--- config.mk ---
export PLATFORM = sky130hd
export DESIGN_NAME = dual_alarm_monitor
export DESIGN_NICKNAME = d
export VERILOG_FILES = /design/src/logic/alarm_pkg.sv /design/src/logic/alarm_channel.sv /design/src/logic/alarm_pin_driver.sv /design/src/logic/dual_alarm_monitor.sv
export VERILOG_INCLUDE_DIRS = /design/src /design/src/logic
export SDC_FILE = /design/constraint.sdc
export NUM_CORES = 1
export LEC_CHECK = 0
export BUFFER_PORTS_ARGS = -buffer_cell sky130_fd_sc_hd__buf_2
export CORE_UTILIZATION = 60
export DETAILED_ROUTE_END_ITERATION = 12
export HOLD_SLACK_MARGIN = 0.02
export PLACE_DENSITY = 0.82
export SLEW_MARGIN = 20
export SYNTH_ARGS = -nofsm -noshare
export SYNTH_HDL_FRONTEND = slang
export SYNTH_SLANG_ARGS = --single-unit
--- constraint.sdc ---
create_clock -name clk_sys_i -period 16.55 [get_ports clk_sys_i]
set_clock_uncertainty 0.05 [all_clocks]
set_input_delay 1.655 -clock clk_sys_i [delete_from_list [all_inputs] [get_ports clk_sys_i]]
set_output_delay 1.655 -clock clk_sys_i [all_outputs]
set_load 0.01 [all_outputs]
--- src/logic/alarm_consts.svh ---
// named offsets, field positions, masks and widths of the dual alarm monitor
`ifndef ALARM_CONSTS_SVH
`define ALARM_CONSTS_SVH

// ==========================================================
// register byte offsets (word sits at the even address)
`define OFS_LIMIT1 6'h20
`define OFS_LIMIT2 6'h22
`define OFS_COUNT1 6'h24
`define OFS_COUNT2 6'h26
`define OFS_CTRL 6'h28

// ==========================================================
// reset values and implemented-bit masks
`define REG_RESET 16'h0000
`define LIMIT_MASK 16'hBFFF
`define COUNT_MASK 16'h00FF
`define CTRL_MASK 16'hFF07
`define UNMAPPED_READ 16'h0000

// ==========================================================
// field positions and widths
`define DIR_BIT 15
`define LIM_MSB 13
`define SAMPLE_W 14
`define WIDE_W 16
`define COUNT_W_MAX 8
`define NUM_LINES 2

// one bit per source code: set where the output is twos complement
`define SRC_SIGNED 8'hCC

`endif

--- src/logic/alarm_pkg.sv ---
// types shared by the dual alarm monitor files
`include "alarm_consts.svh"

package alarm_pkg;

  // ==========================================================
  // monitored source codes
  typedef enum logic [2:0] {
    SRC_OFF = 3'h0,
    SRC_SUPPLY = 3'h1,
    SRC_X_ACC = 3'h2,
    SRC_Y_ACC = 3'h3,
    SRC_AUX = 3'h4,
    SRC_TEMP = 3'h5,
    SRC_X_TILT = 3'h6,
    SRC_Y_TILT = 3'h7
  } alarm_src_e;

  // ==========================================================
  // alarm control register layout, bit 15 first
  typedef struct packed {
    logic roc2;
    alarm_src_e src2;
    logic roc1;
    alarm_src_e src1;
    logic [4:0] spare;
    logic out_en;
    logic out_high;
    logic out_line;
  } alarm_ctrl_s;

  typedef logic [`SAMPLE_W-1:0] sample_t;

  // one set of instantaneous output samples
  typedef struct packed {
    sample_t y_tilt;
    sample_t x_tilt;
    sample_t temp;
    sample_t aux;
    sample_t y_acc;
    sample_t x_acc;
    sample_t supply;
  } sample_set_s;

  // a claim on a digital line by another control register
  typedef struct packed {
    logic claim;
    logic level;
  } pin_claim_s;

  typedef enum logic [1:0] {
    WIN_OFF = 2'h0,
    WIN_PRIME = 2'h1,
    WIN_RUN = 2'h3
  } window_state_e;

endpackage : alarm_pkg

--- src/logic/alarm_channel.sv ---
// one alarm monitor: threshold or rate-of-change evaluation of one value
`timescale 1ns/1ns
`include "alarm_consts.svh"

module alarm_channel #(
  parameter int COUNT_W = 8
) (
  input wire logic clk_sys_i,
  input wire logic nrst_i,
  input wire logic valid_i,
  input wire logic signed [`WIDE_W-1:0] value_i,
  input wire logic signed [`WIDE_W-1:0] limit_i,
  input wire logic above_i,
  input wire logic roc_i,
  input wire logic enable_i,
  input wire logic [COUNT_W-1:0] count_i,
  input wire logic restart_i,
  output logic active_o
);

  localparam int PROD_W = `WIDE_W + COUNT_W + 1;

  if (COUNT_W < 1 || COUNT_W > `COUNT_W_MAX)
  begin : g_bad_width
    $error("alarm_channel: COUNT_W out of range");
  end

  alarm_pkg::window_state_e state_q, state_d;
  logic signed [`WIDE_W-1:0] base_q, base_d;
  logic [COUNT_W-1:0] cnt_q, cnt_d;
  logic active_q, active_d;
  logic [COUNT_W-1:0] span;
  logic signed [`WIDE_W:0] delta;
  logic signed [PROD_W-1:0] delta_wide;
  logic signed [PROD_W-1:0] lim_scaled;

  // ==========================================================
  // next state
  always_comb
  begin
    // a zero count behaves as a window of one sample
    span = (count_i == '0) ? COUNT_W'(1) : count_i;
    delta = {value_i[`WIDE_W-1], value_i} - {base_q[`WIDE_W-1], base_q};
    delta_wide = PROD_W'(delta);
    // average change against limit equals total change against limit*span,
    // which avoids a divider
    lim_scaled = PROD_W'(limit_i) * $signed({1'b0, span});
    state_d = state_q;
    base_d = base_q;
    cnt_d = cnt_q;
    active_d = active_q;
    if (!enable_i || restart_i)
    begin
      state_d = alarm_pkg::WIN_OFF;
      cnt_d = '0;
      active_d = 1'b0;
    end
    else if (!roc_i)
    begin
      state_d = alarm_pkg::WIN_OFF;
      if (valid_i)
      begin
        active_d = above_i ? (value_i > limit_i) : (value_i < limit_i);
      end
    end
    else
    begin
      unique case (state_q)
        alarm_pkg::WIN_OFF:
        begin
          state_d = alarm_pkg::WIN_PRIME;
          active_d = 1'b0;
        end
        alarm_pkg::WIN_PRIME:
        begin
          if (valid_i)
          begin
            base_d = value_i;
            cnt_d = '0;
            state_d = alarm_pkg::WIN_RUN;
          end
        end
        alarm_pkg::WIN_RUN:
        begin
          if (valid_i)
          begin
            if (cnt_q == COUNT_W'(span - 1'b1))
            begin
              active_d = above_i ? (delta_wide > lim_scaled)
                                 : (delta_wide < lim_scaled);
              base_d = value_i;
              cnt_d = '0;
            end
            else
            begin
              cnt_d = COUNT_W'(cnt_q + 1'b1);
            end
          end
        end
        default:
        begin
          state_d = alarm_pkg::WIN_OFF;
        end
      endcase
    end
  end

  // ==========================================================
  // registers
  always_ff @(posedge clk_sys_i or negedge nrst_i)
  begin
    if (!nrst_i)
    begin
      state_q <= alarm_pkg::WIN_OFF;
      base_q <= '0;
      cnt_q <= '0;
      active_q <= 1'b0;
    end
    else
    begin
      state_q <= state_d;
      base_q <= base_d;
      cnt_q <= cnt_d;
      active_q <= active_d;
    end
  end

  assign active_o = active_q;

endmodule : alarm_channel

--- src/logic/alarm_pin_driver.sv ---
// drives the two digital lines by claim priority
`timescale 1ns/1ns
`include "alarm_consts.svh"

module alarm_pin_driver (
  input wire logic clk_sys_i,
  input wire logic nrst_i,
  input wire logic alarm_any_i,
  input wire logic out_en_i,
  input wire logic out_high_i,
  input wire logic out_line_i,
  input wire alarm_pkg::pin_claim_s [`NUM_LINES-1:0] misc_claim_i,
  input wire alarm_pkg::pin_claim_s [`NUM_LINES-1:0] gpio_claim_i,
  output logic [`NUM_LINES-1:0] line_out_o,
  output logic [`NUM_LINES-1:0] line_oe_n_o
);

  for (genvar i = 0; i < `NUM_LINES; i++)
  begin : g_line
    logic out_q, out_d;
    logic oe_n_q, oe_n_d;

    always_comb
    begin
      out_d = 1'b0;
      oe_n_d = 1'b1;
      if (misc_claim_i[i].claim)
      begin
        out_d = misc_claim_i[i].level;
        oe_n_d = 1'b0;
      end
      else if (out_en_i && (out_line_i == 1'(i)))
      begin
        // either alarm drives it; no latching, follows the live state
        out_d = out_high_i ? alarm_any_i : !alarm_any_i;
        oe_n_d = 1'b0;
      end
      else if (gpio_claim_i[i].claim)
      begin
        out_d = gpio_claim_i[i].level;
        oe_n_d = 1'b0;
      end
    end

    always_ff @(posedge clk_sys_i or negedge nrst_i)
    begin
      if (!nrst_i)
      begin
        out_q <= 1'b0;
        oe_n_q <= 1'b1;
      end
      else
      begin
        out_q <= out_d;
        oe_n_q <= oe_n_d;
      end
    end

    assign line_out_o[i] = out_q;
    assign line_oe_n_o[i] = oe_n_q;
  end

endmodule : alarm_pin_driver

--- src/logic/dual_alarm_monitor.sv ---
// dual alarm monitor: registers, source selection and two alarm channels
`timescale 1ns/1ns
`include "alarm_consts.svh"

module dual_alarm_monitor #(
  parameter int COUNT_W = 8
) (
  input wire logic clk_sys_i,
  input wire logic nrst_i,
  input wire logic [5:0] reg_addr_i,
  input wire logic [15:0] reg_wdata_i,
  input wire logic [1:0] reg_be_i,
  input wire logic reg_wr_i,
  input wire logic reg_rd_i,
  output logic [15:0] reg_rdata_o,
  input wire logic sample_valid_i,
  input wire alarm_pkg::sample_set_s samples_i,
  input wire alarm_pkg::pin_claim_s [`NUM_LINES-1:0] misc_claim_i,
  input wire alarm_pkg::pin_claim_s [`NUM_LINES-1:0] gpio_claim_i,
  input wire logic [`NUM_LINES-1:0] line_in_i,
  output logic [`NUM_LINES-1:0] line_out_o,
  output logic [`NUM_LINES-1:0] line_oe_n_o,
  output logic [`NUM_LINES-1:0] line_level_o,
  output logic [1:0] alarm_active_o
);

  if (COUNT_W < 1 || COUNT_W > `COUNT_W_MAX)
  begin : g_bad_width
    $error("dual_alarm_monitor: COUNT_W out of range");
  end

  // ==========================================================
  // helpers
  // unimplemented bits are cleared on the way in, so they always read back as zero
  function automatic logic [15:0] merge(input logic [15:0] old, input logic [15:0] wr,
                                        input logic [1:0] be, input logic [15:0] mask);
    logic [15:0] res;
    res = old;
    if (be[0])
    begin
      res[7:0] = wr[7:0];
    end
    if (be[1])
    begin
      res[15:8] = wr[15:8];
    end
    merge = res & mask;
  endfunction : merge

  function automatic alarm_pkg::sample_t pick(input alarm_pkg::sample_set_s s,
                                              input alarm_pkg::alarm_src_e src);
    alarm_pkg::sample_t v;
    v = '0;
    unique case (src)
      alarm_pkg::SRC_OFF: v = '0;
      alarm_pkg::SRC_SUPPLY: v = s.supply;
      alarm_pkg::SRC_X_ACC: v = s.x_acc;
      alarm_pkg::SRC_Y_ACC: v = s.y_acc;
      alarm_pkg::SRC_AUX: v = s.aux;
      alarm_pkg::SRC_TEMP: v = s.temp;
      alarm_pkg::SRC_X_TILT: v = s.x_tilt;
      alarm_pkg::SRC_Y_TILT: v = s.y_tilt;
    endcase
    pick = v;
  endfunction : pick

  // sign or zero extension to the common compare width
  function automatic logic [15:0] widen(input logic [`SAMPLE_W-1:0] v, input logic sgn);
    widen = {{(`WIDE_W-`SAMPLE_W){sgn & v[`SAMPLE_W-1]}}, v};
  endfunction : widen

  // ==========================================================
  // register file
  logic [15:0] limit_q [2];
  logic [15:0] limit_d [2];
  logic [15:0] count_q [2];
  logic [15:0] count_d [2];
  alarm_pkg::alarm_ctrl_s ctrl_q, ctrl_d;
  logic [1:0] restart_q, restart_d;
  logic [15:0] rdata_q, rdata_d;
  logic [5:0] word_addr;

  always_comb
  begin
    // bit 0 is ignored and reg_be_i picks the byte lanes; both bytes of a word share one decode
    word_addr = {reg_addr_i[5:1], 1'b0};
    limit_d = limit_q;
    count_d = count_q;
    ctrl_d = ctrl_q;
    restart_d = 2'h0;
    rdata_d = rdata_q;
    if (reg_wr_i)
    begin
      unique case (word_addr)
        `OFS_LIMIT1:
        begin
          limit_d[0] = merge(limit_q[0], reg_wdata_i, reg_be_i, `LIMIT_MASK);
          restart_d[0] = 1'b1;
        end
        `OFS_LIMIT2:
        begin
          limit_d[1] = merge(limit_q[1], reg_wdata_i, reg_be_i, `LIMIT_MASK);
          restart_d[1] = 1'b1;
        end
        `OFS_COUNT1:
        begin
          count_d[0] = merge(count_q[0], reg_wdata_i, reg_be_i, `COUNT_MASK);
          restart_d[0] = 1'b1;
        end
        `OFS_COUNT2:
        begin
          count_d[1] = merge(count_q[1], reg_wdata_i, reg_be_i, `COUNT_MASK);
          restart_d[1] = 1'b1;
        end
        `OFS_CTRL:
        begin
          ctrl_d = merge(ctrl_q, reg_wdata_i, reg_be_i, `CTRL_MASK);
          // a new source or mode voids any window in progress on both alarms
          restart_d = 2'h3;
        end
        default:
        begin
          restart_d = 2'h0;
        end
      endcase
    end
    if (reg_rd_i)
    begin
      unique case (word_addr)
        `OFS_LIMIT1: rdata_d = limit_q[0];
        `OFS_LIMIT2: rdata_d = limit_q[1];
        `OFS_COUNT1: rdata_d = count_q[0];
        `OFS_COUNT2: rdata_d = count_q[1];
        `OFS_CTRL: rdata_d = ctrl_q;
        default: rdata_d = `UNMAPPED_READ;
      endcase
    end
  end

  // contents survive only in the outer storage; reset gives the defaults
  always_ff @(posedge clk_sys_i or negedge nrst_i)
  begin
    if (!nrst_i)
    begin
      limit_q[0] <= `REG_RESET;
      limit_q[1] <= `REG_RESET;
      count_q[0] <= `REG_RESET;
      count_q[1] <= `REG_RESET;
      ctrl_q <= `REG_RESET;
      restart_q <= 2'h0;
      rdata_q <= `REG_RESET;
    end
    else
    begin
      limit_q <= limit_d;
      count_q <= count_d;
      ctrl_q <= ctrl_d;
      restart_q <= restart_d;
      rdata_q <= rdata_d;
    end
  end

  // read data stay put until the next read strobe
  assign reg_rdata_o = rdata_q;

  // ==========================================================
  // per-alarm source selection and evaluation
  logic [1:0] active;
  logic sel_valid_q, sel_valid_d;
  // the valid pulse is delayed one cycle to line up with the captured value

  always_comb
  begin
    sel_valid_d = sample_valid_i;
  end

  always_ff @(posedge clk_sys_i or negedge nrst_i)
  begin
    if (!nrst_i)
    begin
      sel_valid_q <= 1'b0;
    end
    else
    begin
      sel_valid_q <= sel_valid_d;
    end
  end

  // both channels read the same sample set, so one source may be watched twice
  for (genvar k = 0; k < 2; k++)
  begin : g_alarm
    alarm_pkg::alarm_src_e src;
    logic rate_of_change_compare;
    logic sgn;
    logic signed [15:0] lim;
    logic [7:0] sgn_map;
    logic [15:0] val_q, val_d;

    always_comb
    begin
      src = (k == 0) ? ctrl_q.src1 : ctrl_q.src2;
      rate_of_change_compare = (k == 0) ? ctrl_q.roc1 : ctrl_q.roc2;
      // each source code picks its own bit of the signedness map
      sgn_map = `SRC_SIGNED;
      sgn = sgn_map[src];
      lim = widen(limit_q[k][`LIM_MSB:0], sgn);
      // raw instantaneous sample, never the averaged register value
      val_d = val_q;
      if (sample_valid_i)
      begin
        val_d = widen(pick(samples_i, src), sgn);
      end
    end

    always_ff @(posedge clk_sys_i or negedge nrst_i)
    begin
      if (!nrst_i)
      begin
        val_q <= '0;
      end
      else
      begin
        val_q <= val_d;
      end
    end

    alarm_channel #(
      .COUNT_W(COUNT_W)
    ) u_channel (
      .clk_sys_i(clk_sys_i),
      .nrst_i(nrst_i),
      .valid_i(sel_valid_q),
      .value_i(val_q),
      .limit_i(lim),
      .above_i(limit_q[k][`DIR_BIT]),
      .roc_i(rate_of_change_compare),
      .enable_i(src != alarm_pkg::SRC_OFF),
      // limitation: stored count bits above COUNT_W are ignored by the channel
      .count_i(count_q[k][COUNT_W-1:0]),
      .restart_i(restart_q[k]),
      .active_o(active[k])
    );
  end

  // separate flags let the host find the source after the line fires
  assign alarm_active_o = active;

  // ==========================================================
  // digital lines
  // pin levels are asynchronous: nothing but the second flop reads the first
  logic [`NUM_LINES-1:0] sync1_q, sync2_q;

  always_ff @(posedge clk_sys_i or negedge nrst_i)
  begin
    if (!nrst_i)
    begin
      sync1_q <= '0;
      sync2_q <= '0;
    end
    else
    begin
      sync1_q <= line_in_i;
      sync2_q <= sync1_q;
    end
  end

  assign line_level_o = sync2_q;

  // the pin follows the channel flags one cycle later, never latched
  alarm_pin_driver u_pins (
    .clk_sys_i(clk_sys_i),
    .nrst_i(nrst_i),
    .alarm_any_i(|active),
    .out_en_i(ctrl_q.out_en),
    .out_high_i(ctrl_q.out_high),
    .out_line_i(ctrl_q.out_line),
    .misc_claim_i(misc_claim_i),
    .gpio_claim_i(gpio_claim_i),
    .line_out_o(line_out_o),
    .line_oe_n_o(line_oe_n_o)
  );

endmodule : dual_alarm_monitor

# Yosys cells after proc, flatten, opt, wreduce, memory -nomap -nowiden
# Memory sizes are Yosys's and may differ from the RTL's.
# Index checks and enable logic that the tools add are counted.
# op_classes
n_eq_ne	43
muxes	67
add_sub_neg	6
reduce_logical	42
magnitude_cmp	10
bitwise_logic	7
multipliers	2
# op_table
operator	n
14-bit case mux with 8 select lines	2
16-bit two-way mux	6
8-bit two-way mux	11
16-bit case mux with 5 select lines	1
16-bit case mux with 2 select lines	2
17-bit by 24-bit greater-than comparator with 1-bit output	2
17-bit by 24-bit < comparator with 1-bit output	2
15-bit by 9-bit multiplier with 24-bit output	2
15-bit by 16-bit subtractor with 17-bit output	2
8-bit case mux with 2 select lines	2
1-bit two-way mux	31
15-bit greater-than comparator	2
15-bit < comparator	2
14-bit two-way mux	2
5-bit equality test, second input constant	5
3-bit equality test, second input constant	8
3-bit AND reduction	8
3-bit by 2-bit inequality test with 1-bit output, second input constant	6
3-bit nonzero test	6
8-bit by 1-bit adder with 8-bit output, second input constant	2
8-bit equality test	2
8-bit logical NOT	2
4-bit AND reduction	4
8-bit by 1-bit subtractor with 8-bit output, second input constant	2
25 further kinds	63
# totals
elab_cells	211
mem_count	2
out_inout_bits	24
ff_bits	168
inputBits	137
mem_bits_ro	16
# memory_table
name	depth	width	read_ports	rd_clocked_by_memory_dff	write_ports	line_no	source
(no name shown)	8	1	1	0	0	dual_alarm_monitor.sv:205	sgn = sgn_map[src];
(no name shown)	8	1	1	0	0	dual_alarm_monitor.sv:205	

# Depth between registers and ports, before layout
# Gate-level depths: netlist of run 1.
# logic_depth
ltp_word	11
mapped_depth	32
ltp_nobuf	31

# Cells and area by module
# Synthesis of run 1 repeated with hierarchy kept, for this count alone.
# unflattened
hier_cells	2491
hier_area_um2	22326.4
# modules_own_cells
mod	n_inst	seq_area_each_um2	cells_each	area_each_um2
alarm_channel at g_alarm[1].u_channel	1	675.6	950	7967.6
alarm_channel at g_alarm[0].u_channel	1	675.6	971	7947.6
dual_alarm_monitor	1	2752.6	549	6184.7
alarm_pin_driver	1	102.6	21	226.5

# Worst setup path after synthesis of run 1
# OpenSTA, ideal clock, no wires.
# synth_timing
path_type	reg2reg
start	register count_q[7] (netlist bit)
end	register g_alarm[1].u_channel.active_q
required_ps	16435
stages_incl_launch_ff	31
path_buffers	2
path_slack_ps	8991
arrival_time_ps	7443
synth_period_minus_slack_ps	7559
setup_time_ps	65
path_cell_list	dfrtp_1 -> clkbuf_1 -> nor4_1 -> a21o_1 -> clkbuf_1 -> nand2_1 -> fa_1 -> inv_1 -> fa_1 -> inv_1 -> fa_1 -> inv_1 -> fa_1 -> ha_1 -> o21a_1 -> a2111oi_0 -> nor4_1 -> or3_1 -> o21a_1 -> a211o_1 -> a21oi_1 -> xnor2_1 -> ha_1 -> nand4_1 -> nor2_1 -> and3_1 -> a221oi_1 -> mux2i_1 -> mux2_2 -> o22ai_1 -> o211a_1
# synth_via
elab_chain_len	10
elab_cells_between_ends	15
cone_classes	add/sub: 1; mul: 1; order compare: 2; eq/ne: 2; mux: 7; reduce/logical: 2
# synth_lines
item	line_no	source
start, declared	dual_alarm_monitor.sv:76	logic [15:0] count_q [2];
start signal, assigned	dual_alarm_monitor.sv:156	count_q <= count_d;
8-bit logical NOT	alarm_channel.sv:42	span = (count_i == '0) ? COUNT_W'(1) : count_i;
8-bit two-way mux *	alarm_channel.sv:42	
15-bit by 9-bit multiplier with 24-bit output	alarm_channel.sv:47	lim_scaled = PROD_W'(limit_i) * $signed({1'b0, span});
17-bit by 24-bit < comparator with 1-bit output / 17-bit by 24-bit greater-than comparator with 1-bit output (equally long branches)	alarm_channel.sv:90, alarm_channel.sv:89	
1-bit two-way mux	alarm_channel.sv:89	active_d = above_i ? (delta_wide > lim_scaled)
1-bit two-way mux	alarm_channel.sv:87	if (cnt_q == COUNT_W'(span - 1'b1))
1-bit two-way mux	alarm_channel.sv:85	if (valid_i)
1-bit case mux with 2 select lines	alarm_channel.sv:68	unique case (state_q)
1-bit two-way mux	alarm_channel.sv:58	else if (!roc_i)
1-bit two-way mux	alarm_channel.sv:52	if (!enable_i || restart_i)
end signal, assigned	alarm_channel.sv:124	active_q <= active_d;
end, declared	alarm_channel.sv:31	logic active_q, active_d;
# Every way passes the cells marked *; elsewhere a longest branch is shown, timed or not. The select of a mux whose other input is x is not followed.
# A chain may end at the register's enable or synchronous reset.

# Worst setup path in the final report of run 1
# layout_timing
start	register count_q[5] (netlist bit)
end	register g_alarm[1].u_channel.active_q
# Same word-level chain as after synthesis.

==> metrics, run 1 <==
initial core utilization 0.617; clk buf depth 2; Layout area overhead 7.63%; # fillers 2671; Iter 0 DRT Violations roughly 1700; Critical-path top delay cell dfrtp_1; post-synthesis register bit count 166; fin crit share 0.532; RSZ-0062 raised after global routing false; min-delay src sync1_q[1]; max incr delay on CP 0.76 ns; WP buf/inv 3; Final Instance Area 22500 um^2; Worst-path clk slew 0.08 ns; register area share after synthesis 0.199; reg-to-reg slack, setup slightly below 8 ns; cts bufs inserted 17; largest net degree at the start of global routing 86; Sink Count ~170; # setup viols final 0; sequential cell area 4160 um^2; insertion delay to the later sink of the worst-skew pair roughly 0.44 ns; CP Data Arrival Time 9.13 ns; Fmax 114 MHz; Synth Cell Area 20900 um^2; area of the multi-input gates about 15000 um^2; worst slew pin tran 1.06 ns; Via density 6.07; worst r2r src count_q[5]; # hold bufs at CTS 0; crit-path max FO 21; post_cts resized 0; layout cells sized above 1 0.139; max_slew headroom 0.285; leading area contributor after synthesis dfrtp_1; synth unique cells 80; Top cell by count, worst path fa_1; Top delay family on crit path adder cells; I/O pin count 161; final hold vios 0; PortBufs 159; die area 35600 um^2; total setup buffers inserted after CTS 0; top-area cell type share of the netlist area 0.196; H-tree depth 4; TritonCTS clock tree yes; syn avg cell area 8.99 um^2; number of synthesized flops with an enable pin 0; routed wire length 55100 um; Setup CP Type flop to flop; Worst R2R Path Depth 28; post-route ant nets 0; clock period minus worst slack 8.80 ns; most common flop cell mapped by yosys dfrtp_1; Pwr per Cell Area 138 nW/um^2; CP Capture Type flop; Crit path required time around 17 ns; status complete, no violations; Syn Nets around 2900; first-pass GRT wire length 90300 um; dominant cells by area after synthesis dfrtp_1, fa_1, ha_1; Worst VDD drop 0.149 mV; worst hold stages 0; DRC errors left 0; Gate Count Post-Synth 2324; Congestion Overflow GR 0; HP Class flop to flop; Root Driver clkbuf_16; vias in the first global route 17800; initial antenna violation count 2; total number of yosys warnings 0; Total GRT Usage 0.321; Hold EP line_level_o[1]; setup_tns 0 ns; core footprint roughly 34000 um^2; HPWL Detailed 43100 um; Max Cap Viol 0; Placed Area 21800 um^2; drt wl/cell a little under 20 um; fin. max-slew vios 0; # rows 67; Pleak 11.3 nW; Die Y 189 um; Synth async-reset ratio 1.00; Die W 189 um; Routability Congestion 0.964; Nets 2938; via count ~17000; worst r2r dst g_alarm[1].u_channel.active_o; final worst-path setup slack about 7.7 ns; DRT Pass-1 Iters 7; Setup WS pre-CTS 7.92 ns; Startpoint Class flop
## metal layers
| layer | up-vias | part of all wire | GRT usage |
|---|---|---|---|
| li1 | 7875 | - | - |
| met1 | 8387 | 0.40 | 0.420 |
| met2 | 944 | 0.46 | 0.514 |
| met3 | 175 | 0.091 | 0.0630 |
| met4 | 0 | 0.050 | 0.150 |
| met5 | - | 0 | 0 |
## cell usage in the layout, fill, tap and decap left out, types with 17 or more instances in the layout
cell type  count
clkbuf_16     17
a21oi_1       96
dfrtp_1      164
inv_1        420
mux2_2        84
fa_1         194
a31oi_1       17
nand4_1       19
o21ai_0       82
xnor2_1       49
and2_1        96
nand3_1       42
nor3_1        25
mux2i_1       17
xor2_1        39
ha_1         208
a211oi_1      21
o2bb2ai_1     21
a21o_1        31
nor2_1       106
and3_1        24
nor2b_1       17
nand2_1      210
buf_2        158
mux4_2        28
## state kept, by name, summed over array words and instances (netlist names), 2 cells and up
signal and cells:
g_alarm.lim 28, ctrl_q 3, g_alarm.src 6, g_alarm.val_q 30, g_alarm.u_channel.active_o 2, u_pins.g_line.oe_n_q 2, u_pins.g_line.out_q 2, limit_q 2
g_alarm.u_channel.base_q 30, restart_q 2, count_q 16, line_level_o 2, g_alarm.u_channel.cnt_q 16, reg_rdata_o 16, g_alarm.rate_of_change_compare 2, sync1_q 2
g_alarm.u_channel.state_q 4
## cells by family (layout without fill, tap and decap cells)
| kind of cell | after synthesis | in the layout | synth area share |
|---|---|---|---|
| simple gates | 601 | 601 | 0.141 |
| buf+inv | 535 | 623 | 0.0989 |
| fa+ha+maj | 402 | 402 | 0.310 |
| compound gates | 402 | 402 | 0.129 |
| flops | 166 | 166 | 0.199 |
| mux | 130 | 130 | 0.0842 |
| xor+xnor | 88 | 88 | 0.0369 |
| other cells | 0 | 2 | 0 |
## worst max-delay path by stage
stage	slack, ns	from	cells after the start	to
after floorplan	8.99	count_q[7]	30	g_alarm[1].u_channel.active_o
after global placement	7.99	count_q[5]	28	g_alarm[1].u_channel.active_o
after detailed placement	7.92	count_q[5]	28	g_alarm[1].u_channel.active_o
after CTS	7.84	count_q[5]	28	g_alarm[1].u_channel.active_o
after global routing	7.33	count_q[5]	28	g_alarm[1].u_channel.active_o
final	7.75	count_q[5]	28	g_alarm[1].u_channel.active_o
## cells in the mapped netlist, types with 39 or more instances
| cell type | number |
|---|---|
| mux2_2 | 84 |
| fa_1 | 194 |
| inv_1 | 420 |
| a21oi_1 | 96 |
| xnor2_1 | 49 |
| clkbuf_1 | 95 |
| xor2_1 | 39 |
| and2_1 | 96 |
| ha_1 | 208 |
| nand2_1 | 210 |
| nor2_1 | 106 |
| nand3_1 | 42 |
| dfrtp_1 | 164 |
| o21ai_0 | 82 |
## power by group
group	internal [mW]	switching [mW]	leakage [nW]	total (mW)
Combinational	0.906	1.23	8.84	2.14
Clock	0.220	0.203	0.297	0.423
Sequential	0.440	0.108	2.20	0.548
## metrics by stage
| step | hold slack, ns | power, mW | cells | utilization |
|---|---|---|---|---|
| floorplan | 0.281 | 2.11 | 2324 | - |
| global placement | 0.281 | 2.51 | 2828 | 0.645 |
| detailed placement | 0.286 | 2.63 | 2828 | 0.645 |
| CTS | 0.304 | 3.07 | 2860 | 0.663 |
| global route | 0.317 | 3.41 | 2861 | 0.664 |
| finish | 0.301 | 3.11 | 2862 | 0.664 |
## area by class of cell
type,count,area share
antenna,2,0.000223
inverter,421,0.0703
clock buffer,17,0.0189
clock inverter,15,0.00868
timing repair buffer,170,0.0395
multi-input combinational,1623,0.653
tap,448,0.0249
sequential,166,0.185
Note: power is estimated with default switching activity, not from simulation.
==> inputs of run 2 (changes only) <==
- clock period: 16.55 -> 8.4 ns (I/O delays scaled with it)
==> metrics, run 2 (synthesis gave the netlist of run 1 again) <==
HP Class flop to flop (unchanged); via count 17500 (was 17400); setup_tns 0 ns (unchanged); Hold EP line_level_o[0] (was line_level_o[1]); Die W 189 um (unchanged); DRC errors left 0 (unchanged); Routability Congestion 0.947 (was 0.964); initial core utilization 0.617 (unchanged); Top cell by count, worst path fa_1 (unchanged); crit-path max FO 9 (was 21); PortBufs 159 (unchanged); reg-to-reg slack, setup 0.50 ns (was 7.75 ns); fin crit share 0.940 (was 0.532); RSZ-0062 raised after global routing false (unchanged); Iter 0 DRT Violations 1524 (was 1673); commonest non-fill, non-tap cells in the layout inv_1, nand2_1, ha_1 (unchanged); worst r2r dst g_alarm[1].u_channel.active_o (unchanged); clk buf depth 2 (unchanged); Worst R2R Path Depth 30 (was 28); clock period minus worst slack 7.90 ns (was 8.80 ns); worst hold stages 0 (unchanged); Worst-path clk slew 0.08 ns (about the same); final hold vios 0 (unchanged); post_cts resized 0 (unchanged); commonest non-fill, non-tap cell in the layout inv_1 (unchanged); # rows 67 (unchanged); Fmax 127 MHz (was 114 MHz); post-layout util 0.667 (was 0.664); I/O pin count 161 (unchanged); Startpoint Class flop (unchanged); die area 35600 um^2 (unchanged); Pleak 11.4 nW (was 11.3 nW); first-pass GRT wire length 92400 um (was 90300 um); H-tree depth 4 (unchanged); Root Driver clkbuf_16 (unchanged); Placed Area 22000 um^2 (was 21800 um^2); worst slew pin tran 0.997 ns (was 1.06 ns); vias in the first global route 18100 (was 17800); fin. max-slew vios 0 (unchanged); Worst VDD drop 0.286 mV (was 0.149 mV); drt wl/cell 19.3 um (about the same); max incr delay on CP 0.54 ns (was 0.76 ns); Final Instance Area 22600 um^2 (was 22500 um^2); largest net degree at the start of global routing 92 (was 86); Max Cap Viol 0 (unchanged); Total GRT Usage 0.329 (was 0.321); Layout area overhead 8.07% (was 7.63%); total setup buffers inserted after CTS 0 (unchanged); # setup viols final 0 (unchanged); CP Data Arrival Time 8.25 ns (was 9.13 ns); Sink Count 166 (unchanged); layout cells sized above 1 0.145 (was 0.139); DRT Pass-1 Iters 9 (was 7); post-route ant nets 0 (unchanged); # hold bufs at CTS 0 (unchanged); Via density 6.09 (was 6.07); HPWL Detailed 43800 um (was 43100 um); initial antenna violation count 3 (was 2); max_slew headroom 0.328 (was 0.285); CP Capture Type flop (unchanged); insertion delay to the later sink of the worst-skew pair 0.45 ns (was 0.44 ns); status complete, no violations (unchanged); Pwr per Cell Area 272 nW/um^2 (was 138 nW/um^2); TritonCTS clock tree yes (unchanged); Nets 2952 (was 2938); Crit path required time 8.75 ns (was 16.88 ns); Critical-path top delay cell fa_1 (was dfrtp_1); Congestion Overflow GR 0 (unchanged); worst r2r src count_q[7] (was count_q[5]); routed wire length 55400 um (was 55100 um); core footprint 33900 um^2 (unchanged); cts bufs inserted 17 (unchanged); Die Y 189 um (unchanged); min-delay src sync1_q[0] (was sync1_q[1]); Setup CP Type flop to flop (unchanged)
## run 2: worst max path at each step
stage          startpoint                       endpoint  slack [ns]  cells past startpoint
2_1_floorplan  count_q[7]  g_alarm[1].u_channel.active_o        0.84                     30
3_3_place_gp   count_q[7]  g_alarm[1].u_channel.active_o        0.67                     29
3_5_place_dp   count_q[7]  g_alarm[1].u_channel.active_o        0.47                     29
4_1_cts        count_q[7]  g_alarm[1].u_channel.active_o        0.44                     29
5_1_grt        count_q[6]  g_alarm[1].u_channel.active_o        0.04                     32
6_report       count_q[7]  g_alarm[1].u_channel.active_o        0.50                     30
## run 2: per-stage QoR
stage	hold WS [ns]	cells	setup slack (ns)	power [mW]
floorplan	0.281	2324	0.841	4.16
global placement	0.282	2842	0.673	4.98
detailed placement	0.290	2842	0.472	5.22
CTS	0.305	2873	0.439	6.08
global route	0.318	2875	0.0363	6.79
finish	0.304	2876	0.500	6.15
## run 2: cell type report
| class | count | area (um^2) |
|---|---|---|
| timing repair buffer | 184 | 990 |
| sequential | 166 | 4160 |
| multi-input combinational | 1623 | 14700 |
| clock buffer | 18 | 439 |
| fill | 2654 | 11300 |
| clock inverter | 13 | 158 |
| tap | 448 | 561 |
| inverter | 421 | 1580 |
| antenna | 3 | 7.51 |
## run 2: power breakdown
part	switching (mW)	internal (mW)	total, mW
combinational	2.50	1.82	4.31
clock	0.359	0.453	0.812
sequential	0.154	0.869	1.02
total	3.01	3.14	6.15
## run 2: layer usage
| metal | up-vias | GRT usage | wire length (um) |
|---|---|---|---|
| met1 | 8553 | 0.424 | 22200 |
| li1 | 7916 | - | - |
| met4 | 0 | 0.167 | 3010 |
| met5 | - | 0.00412 | 0 |
| met2 | 878 | 0.526 | 25300 |
| met3 | 179 | 0.0667 | 4990 |
## run 2: worst max-delay path, delay by kind of cell, from the launching register on
kind                       cells  cell delay [ns]
adders and majority gates      6             2.61
AOI/OAI and AO/OA              9             2.14
and+or+nand+nor                7             1.25
muxes                          2             0.66
buffers and inverters          5             0.57
DFF                            1             0.38
xor gates and xnor gates       1             0.17
